<file path="config.mk">
export PLATFORM = sky130hd
export DESIGN_NAME = csm_clock_select
export DESIGN_NICKNAME = d
export VERILOG_FILES = /design/src/csm_pkg.sv /design/src/csm_clock_select.sv
export SDC_FILE = /design/constraint.sdc
export NUM_CORES = 1
export LEC_CHECK = 0
export CELL_PAD_IN_SITES_DETAIL_PLACEMENT = 0
export CELL_PAD_IN_SITES_GLOBAL_PLACEMENT = 1
export CORE_ASPECT_RATIO = 2
export CORE_MARGIN = 2
export CORE_UTILIZATION = 50
export DETAILED_ROUTE_END_ITERATION = 10
export DONT_BUFFER_PORTS = 1
export MAX_ROUTING_LAYER = met4
export PLACE_DENSITY = 0.8
export SETUP_SLACK_MARGIN = 0.5
export SLEW_MARGIN = 20
export SYNTH_ARGS = -nofsm -noshare
export SYNTH_HDL_FRONTEND = slang
export SYNTH_SLANG_ARGS = --single-unit
</file>
<file path="constraint.sdc">
create_clock -name mclk_in -period 8.4 [get_ports mclk_in]
set_clock_uncertainty 0.05 [all_clocks]
set_input_delay 1.26 -clock mclk_in [delete_from_list [all_inputs] [get_ports mclk_in]]
set_output_delay 1.26 -clock mclk_in [all_outputs]
set_load 0.02 [all_outputs]
</file>
<file path="src/csm_pkg.sv">
// Package for the clock source select and drift monitor block
package csm_pkg;

  // ----------------------------------------------------------------
  // Clock and timing
  // ----------------------------------------------------------------
  localparam int CLK_PERIOD_NS = 10;        // Reference clock period
  localparam real RC_NOM_MHZ = 18.432;      // RC and external nominal
  localparam real DET1_WIN_MS = 0.5;        // External clock window
  localparam real DET2_WIN_MS = 15.5;       // Crystal window
  localparam real AVG_WIN_MS = 64.0;        // Drift averaging window
  localparam int DET1_WIN_CYC = int'($floor(DET1_WIN_MS * 1.0E6 /
                                            CLK_PERIOD_NS));
  localparam int DET2_WIN_CYC = int'($floor(DET2_WIN_MS * 1.0E6 /
                                            CLK_PERIOD_NS));
  localparam int AVG_WIN_CYC = int'($floor(AVG_WIN_MS * 1.0E6 /
                                           CLK_PERIOD_NS));
  localparam int AVG_EXP_EDGES = int'($floor(AVG_WIN_MS * 1.0E3 *
                                             RC_NOM_MHZ));
  localparam int DET_MIN_PULSES = 256;      // Pulses that prove a clock
  localparam int DRIFT_PCT = 20;            // Threshold after reset
  localparam int PCT_FULL = 100;            // Percent scale
  localparam int SWITCH_GAP_CYC = 4;        // All gates off this plus one cycle

  // ----------------------------------------------------------------
  // Widths and encodings
  // ----------------------------------------------------------------
  localparam int CNT_W = 24;                // Window and edge counters
  localparam int MUL_W = 40;                // Threshold products
  localparam logic [1:0] SRC_RC = 2'h0;     // Internal RC oscillator
  localparam logic [1:0] SRC_RSVD = 2'h1;   // Reserved code, ignored
  localparam logic [1:0] SRC_EXT = 2'h2;    // External oscillator
  localparam logic [1:0] SRC_XTAL = 2'h3;   // External crystal
  localparam logic [2:0] GAP_W0 = 3'h0;     // Gap counter reset value

  // FSM states, Gray along detect, switch, run, check
  typedef enum logic [2:0] {
    ST_DET1 = 3'h0,
    ST_DET2 = 3'h1,
    ST_SWITCH = 3'h3,
    ST_RUN = 3'h2,
    ST_CHECK = 3'h6
  } csm_state_t;

  // Clock gate enables, one high at a time
  typedef struct packed {
    logic rc;
    logic ext;
    logic xtal;
  } csm_gates_t;

  // Whole block state
  typedef struct packed {
    logic pin_s1;                 // Synchroniser stage one
    logic pin_s2;                 // Synchroniser stage two
    logic pin_prev;               // Edge detect history
    csm_state_t st;               // Control state
    logic [CNT_W-1:0] win;        // Window cycle counter
    logic [CNT_W-1:0] edges;      // Pulses seen in window
    logic [1:0] field;            // Active clock source field
    logic [1:0] target;           // Source being switched to
    logic [2:0] gap;              // Break before make counter
    csm_gates_t gates;            // Clock gate enables
    logic xtal_amp;               // Crystal amplifier enable
    logic det_done;               // Detection done flag
    logic ready;                  // Device ready flag
    logic alarm;                  // Drift alarm status
    logic intr;                   // Drift interrupt flag
  } csm_reg_t;

endpackage

</file>
<file path="src/csm_clock_select.sv">
// Clock source selection, start-up detection and drift monitor
//
// Contract
// - Three sources: RC, crystal, external clock.
// - RC at 18.432 MHz is default.
// - Auto detection runs once after reset.
// - 256 pulses in 0.5 ms selects 2'b10.
// - Else 256 pulses in 15.5 ms selects 2'b11.
// - No detection keeps field at 2'b00.
// - Detection done set when phase one finds a source, else after both phases.
// - Ready rises only after detection done.
// - Software may select source afterwards.
// - Detected requested source updates status field.
// - Undetected requested source keeps old configuration.
// - External source enables continuous period monitoring.
// - Alarm when average difference exceeds 20 percent.
// - Averaging window is about 64 ms.
// - Alarm status bit readable by software.
// - Enabled alarm sets drift interrupt flag.
// - Ready flag tells software conversions may start.
`timescale 1ns/1ps
`default_nettype none

module csm_clock_select
  import csm_pkg::*;
#(
  parameter int DET1_CYC = DET1_WIN_CYC,   // Phase one window
  parameter int DET2_CYC = DET2_WIN_CYC,   // Phase two window
  parameter int AVG_CYC = AVG_WIN_CYC,     // Drift window
  parameter int AVG_EDGES = AVG_EXP_EDGES, // Nominal pulses per window
  parameter int MIN_PULSES = DET_MIN_PULSES
) (
  // Clock and reset
  input wire logic mclk_in,
  input wire logic rst_n_in,
  // Pin from crystal or oscillator
  input wire logic ext_clock_crystal_in_pin_in,
  // Software configuration
  input wire logic src_wr_in,
  input wire logic [1:0] clock_source_field_in,
  input wire logic ext_clock_drift_alarm_enable_in,
  input wire logic drift_int_clr_in,
  // Status
  output logic [1:0] clock_source_field_out,
  output logic detection_done_flag_out,
  output logic device_ready_out,
  output logic drift_alarm_status_out,
  output logic ext_clock_drift_interrupt_out,
  // Clock gate control
  output logic gate_rc_en_out,
  output logic gate_ext_en_out,
  output logic gate_xtal_en_out,
  output logic crystal_output_pin_en_out
);

  // ----------------------------------------------------------------
  // Helpers
  // ----------------------------------------------------------------

  // Window length of a given source check
  function automatic logic [CNT_W-1:0] win_len(input logic [1:0] src);
    if (src == SRC_EXT) begin
      win_len = CNT_W'(DET1_CYC);
    end else begin
      win_len = CNT_W'(DET2_CYC);
    end
  endfunction

  // Gate enable set that selects one source
  function automatic csm_gates_t gate_of(input logic [1:0] src);
    gate_of.rc = (src == SRC_RC);
    gate_of.ext = (src == SRC_EXT);
    gate_of.xtal = (src == SRC_XTAL);
  endfunction

  // True when the source is one of the external ones
  function automatic logic is_ext(input logic [1:0] src);
    is_ext = (src == SRC_EXT) || (src == SRC_XTAL);
  endfunction

  // Average count off nominal by more than the threshold
  function automatic logic drifted(input logic [CNT_W-1:0] cnt);
    logic [CNT_W-1:0] nom;
    logic [CNT_W-1:0] diff;
    nom = CNT_W'(AVG_EDGES);
    diff = (cnt > nom) ? (cnt - nom) : (nom - cnt);
    drifted = (MUL_W'(diff) * MUL_W'(PCT_FULL)) >
              (MUL_W'(nom) * MUL_W'(DRIFT_PCT));
  endfunction

  // ----------------------------------------------------------------
  // State
  // ----------------------------------------------------------------
  csm_reg_t r_q;      // Registered state
  csm_reg_t r_d;      // Next state
  logic pin_rise;     // Synchronised rising edge
  logic win_end;      // Window counter expired
  logic enough;       // Pulse target reached

  // Rising edge from synchronised pin only
  assign pin_rise = r_q.pin_s2 & ~r_q.pin_prev;
  assign win_end = (r_q.win == '0);
  assign enough = (r_q.edges >= CNT_W'(MIN_PULSES));

  // ----------------------------------------------------------------
  // Next state logic
  // ----------------------------------------------------------------
  always_comb begin
    r_d = r_q;
    // Two stage pin synchroniser, reference domain
    r_d.pin_s1 = ext_clock_crystal_in_pin_in;
    r_d.pin_s2 = r_q.pin_s1;
    r_d.pin_prev = r_q.pin_s2;
    // Window counter and pulse counter, timed by the reference
    if (!win_end) begin
      r_d.win = r_q.win - CNT_W'(1);
    end
    if (pin_rise && (r_q.edges != '1)) begin
      r_d.edges = r_q.edges + CNT_W'(1);
    end
    // Drift interrupt clear; a new event below wins
    if (drift_int_clr_in) begin
      r_d.intr = 1'b0;
    end
    unique case (r_q.st)
      // Phase one: external oscillator present
      ST_DET1: begin
        if (enough) begin
          r_d.target = SRC_EXT;
          r_d.det_done = 1'b1;
          r_d.xtal_amp = 1'b0;
          r_d.gap = GAP_W0;
          r_d.gates = '0;
          r_d.st = ST_SWITCH;
        end else if (win_end) begin
          // Start phase two with crystal amplifier on
          r_d.win = CNT_W'(DET2_CYC);
          r_d.edges = '0;
          r_d.xtal_amp = 1'b1;
          r_d.st = ST_DET2;
        end
      end
      // Phase two: crystal installed
      ST_DET2: begin
        if (enough || win_end) begin
          r_d.det_done = 1'b1;
          r_d.target = enough ? SRC_XTAL : SRC_RC;
          r_d.xtal_amp = enough;
          r_d.gap = GAP_W0;
          r_d.gates = '0;
          r_d.st = ST_SWITCH;
        end
      end
      // All gates off for a gap, then the new one on
      ST_SWITCH: begin
        if (r_q.gap == 3'(SWITCH_GAP_CYC)) begin
          r_d.gates = gate_of(r_q.target);
          r_d.field = r_q.target;
          r_d.ready = r_q.det_done;
          r_d.win = CNT_W'(AVG_CYC);
          r_d.edges = '0;
          r_d.st = ST_RUN;
        end else begin
          r_d.gap = r_q.gap + 3'(1);
        end
      end
      // Running; monitor drift and take software requests
      ST_RUN: begin
        if (is_ext(r_q.field) && win_end) begin
          r_d.alarm = drifted(r_q.edges);
          if (drifted(r_q.edges) && ext_clock_drift_alarm_enable_in) begin
            r_d.intr = 1'b1;
          end
          r_d.win = CNT_W'(AVG_CYC);
          r_d.edges = '0;
        end
        if (src_wr_in && (clock_source_field_in != SRC_RSVD) &&
            (clock_source_field_in != r_q.field)) begin
          r_d.target = clock_source_field_in;
          if (clock_source_field_in == SRC_RC) begin
            // RC needs no check
            r_d.gap = GAP_W0;
            r_d.gates = '0;
            r_d.alarm = 1'b0;
            r_d.xtal_amp = 1'b0;
            r_d.st = ST_SWITCH;
          end else begin
            r_d.win = win_len(clock_source_field_in);
            r_d.edges = '0;
            r_d.xtal_amp = (clock_source_field_in == SRC_XTAL) ||
                           (r_q.field == SRC_XTAL);
            r_d.st = ST_CHECK;
          end
        end
      end
      // Check requested external source before switching
      ST_CHECK: begin
        if (enough) begin
          r_d.gap = GAP_W0;
          r_d.gates = '0;
          r_d.alarm = 1'b0;
          r_d.xtal_amp = (r_q.target == SRC_XTAL);
          r_d.st = ST_SWITCH;
        end else if (win_end) begin
          // Not detected: keep everything as it was
          r_d.target = r_q.field;
          r_d.xtal_amp = (r_q.field == SRC_XTAL);
          r_d.win = CNT_W'(AVG_CYC);
          r_d.edges = '0;
          r_d.st = ST_RUN;
        end
      end
      default: begin
        r_d.st = ST_RUN;
      end
    endcase
  end

  // ----------------------------------------------------------------
  // State register
  // ----------------------------------------------------------------
  always_ff @(posedge mclk_in or negedge rst_n_in) begin
    if (!rst_n_in) begin
      // Reset starts the one-time detection on RC
      r_q <= '0;
      r_q.st <= ST_DET1;
      r_q.win <= CNT_W'(DET1_CYC);
      r_q.field <= SRC_RC;
      r_q.target <= SRC_RC;
      r_q.gates <= '{rc: 1'b1, ext: 1'b0, xtal: 1'b0};
    end else begin
      r_q <= r_d;
    end
  end

  // ----------------------------------------------------------------
  // Outputs straight from state
  // ----------------------------------------------------------------
  assign clock_source_field_out = r_q.field;
  assign detection_done_flag_out = r_q.det_done;
  assign device_ready_out = r_q.ready;
  assign drift_alarm_status_out = r_q.alarm;
  assign ext_clock_drift_interrupt_out = r_q.intr;
  assign gate_rc_en_out = r_q.gates.rc;
  assign gate_ext_en_out = r_q.gates.ext;
  assign gate_xtal_en_out = r_q.gates.xtal;
  assign crystal_output_pin_en_out = r_q.xtal_amp;

endmodule

`default_nettype wire

</file>
==> run summary <==
Outcome: completed
Crit path DAT: 7.74 ns
Post-DP HPWL: 14000 um
Fmax: 132 MHz
Number of synthesized flops with an enable pin: 0
Asr flop ratio synth: 100%
Layout area overhead: 5.94%
CTS tree: done
Multi-input logic area: 0.00505 mm^2
IO Pins: 18
Vias in the first global route: 6421
Worst-margin pin slew: 0.965 ns
Min cycle time layout: 7.58 ns
DRC viols: 0
Cell Rows: 62
Routed len/inst: 16.2 um
Hold_buf cts: 0
HP Class: flip-flop to flip-flop
Cell Area, Synth: 0.00733 mm^2
Max Slew Vio Count: 0
Mapped Cells: 902
Share of cells above drive strength 1: 5.56%
Synth top area share: 21.2%
Total negative slack: 0 ns
Initial antenna violation count: 0
First-pass GRT wire length: 29600 um
H-tree Lvls: 3
Setup Viol. Count Final: 0
Synth unique cells: 76
Register Area: 0.00174 mm^2
GRT Total Usage: 24.4%
Largest net degree at the start of global routing: 70
Area leader, netlist: dfrtp_1
Top post-synthesis cells by area: dfrtp_1 21%, ha_1 15%, xnor2_1 6.0%
Avg Cell Area, Syn: 8.13 um^2
Crit. End Element: flip-flop
Max reg flops: 57
Flops & latches, synth: 69
Core area: 0.0144 mm^2
Iter 0 DRT Violations: 243
Main synth FF type: dfrtp_1
WS Path Type: flip-flop to flip-flop
Crit path required time: 8.56 ns
Nets: 990
Routability cong.: 0.891
Vias: 6228
Synth warn: 0
Fillers: 1401
ANT nets after route: 0
Startpoint types: flip-flop
Initial Util: 51.1%
Hold_sp: r_d[67]
Worst setup startpoint: r_q[21]
Number of port buffers: 0
Via density: 5.80
Die Y: 175 um
Reg with most FFs: r_q
Slew margin rel.: 35.3%
Tcrit/Tclk final: 90.2%
Sequential share of the synthesized area: 23.7%
Max Cap Viol: 0
Clock Tree Buf Depth: 2
Die Area: 0.0157 mm^2
Grt total ovfl: 0
RSZ-0062 raised after global routing: no
Num CTS Buffers: 9
Ant diodes: 0
Clk_lat worst skew: 0.33 ns
Clock Pin Slew Worst Setup and Hold Paths: 0.05 ns
CTS Root Cell: clkbuf_16
WL final: 17400 um
Clock Sinks: 69
Final hold violations: 0
Syn Nets: 1015
Die W: 89.6 um
Reg2reg start: r_q[21]
DRT Pass-1 Iters: 5
Crit-path max FO: 11
[stage by stage]
stage          utilization (%)  setup slack (ns)  cells  hold WS (ns)  instance area [um^2]
3_3_place_gp              51.7             0.782   1057         0.285                  7420
2_1_floorplan                -              1.75    902         0.281                  7330
3_5_place_dp              51.7             0.646   1057         0.290                  7420
6_report                  54.1             0.822   1074         0.307                  7770
4_1_cts                   54.0             0.580   1073         0.312                  7750
5_1_grt                   54.1             0.551   1074         0.325                  7770
[layout by cell type (no fill, tap or decap), types with 8 or more instances in the layout]
cell       count
nor4_1         9
xor2_1        34
o21a_1         8
or4_1          8
a21o_1        10
o21ai_0       36
nand3_1       26
dfrtp_1       62
inv_1        104
nor3_1        13
nand2_1       78
a21oi_1       52
or3_1          9
ha_1          87
fa_1          18
clkbuf_16      9
xnor2_1       50
and3_1        10
o31ai_1        8
nor2_1        91
nand4_1       14
[layer usage]
metal	wire length [um]	track usage, %	share of wire, %	vias to the layer above
met5	0	-	0	-
met4	845	12.1	4.9	0
met3	365	2.44	2.1	52
met2	9930	44.5	57	127
met1	6230	24.5	36	2990
li1	-	-	-	3059
[final cells by class]
type,instances,share of cell area (%)
Inverter,105,5.07
Timing Repair Buffer,2,0.193
Clock buffer,13,3.35
Sequential cell,69,22.3
Clock inverter,3,0.870
Multi-Input combinational cell,690,65.1
Tap cell,192,3.09
[worst max-delay path, cell delays in order (launching register included)]
cell       delay [ns]
dfrtp_1          0.47
or4_1            0.57
or3_1            0.41
or4_4            0.47
o21ai_2          0.19
nand2b_1         0.17
a21oi_4          0.34
o21ai_1          0.18
xnor2_1          0.24
ha_1             0.28
ha_1             0.28
inv_1            0.05
fa_1             0.50
inv_1            0.04
ha_1             0.32
and2_1           0.18
a221o_1          0.40
or3_1            0.37
a221oi_1         0.27
o2111ai_1        0.25
nor4b_1          0.38
o31ai_1          0.18
a2111oi_1        0.57
buf_4            0.22
o31ai_1          0.07
[final timing paths]
kind | cells past startpoint | to | slack, ns
hold / removal | 0 | r_d[66] | 0.31
max in group asynchronous | 0 | gate_rc_en_out | 7.52
hold reg to reg | 0 | r_d[66] | 0.31
setup reg to reg | 24 | drift_alarm_status_out | 0.82
min in group asynchronous | 0 | r_q[51] | 0.57
setup / recovery | 24 | drift_alarm_status_out | 0.82
[kinds of logic (layout without fill, tap and decap cells)]
family | count (synthesis) | in the layout | share of synthesized area, %
simple gates | 302 | 302 | 20.2
xor+xnor | 86 | 86 | 10.5
buf+inv | 144 | 123 | 7.68
flops | 69 | 69 | 23.7
fa+ha+maj | 105 | 105 | 19.8
mux | 11 | 11 | 1.59
compound gates | 185 | 186 | 16.6
[synth_stat cells, types with 7 or more instances]
cell and count:
nand2_1 78, dfrtp_1 62, nand4_1 14, inv_1 104, o21a_1 8, a21o_1 10
or4_1 8, xor2_1 34, fa_1 18, a21oi_1 53, and4_1 7, nand2b_1 7
a211oi_1 7, xnor2_1 50, nor2_1 91, ha_1 87, clkbuf_1 31, or3_1 9
o21ai_0 36, o31ai_1 8, and3_1 10, nand3_1 26, nor3_1 13, nor4_1 9
dfstp_2 7
[timing repair]
| item | in CTS | in global routing |
|---|---|---|
| setup buffers | 0 | 0 |
| gates resized for setup | 0 | 2 |
| setup endpoints to repair | 0 | 2 |
Power is left out: the tool's default activity adds up to more than one toggle a clock period on the data nets, which glitch-free logic cannot reach.
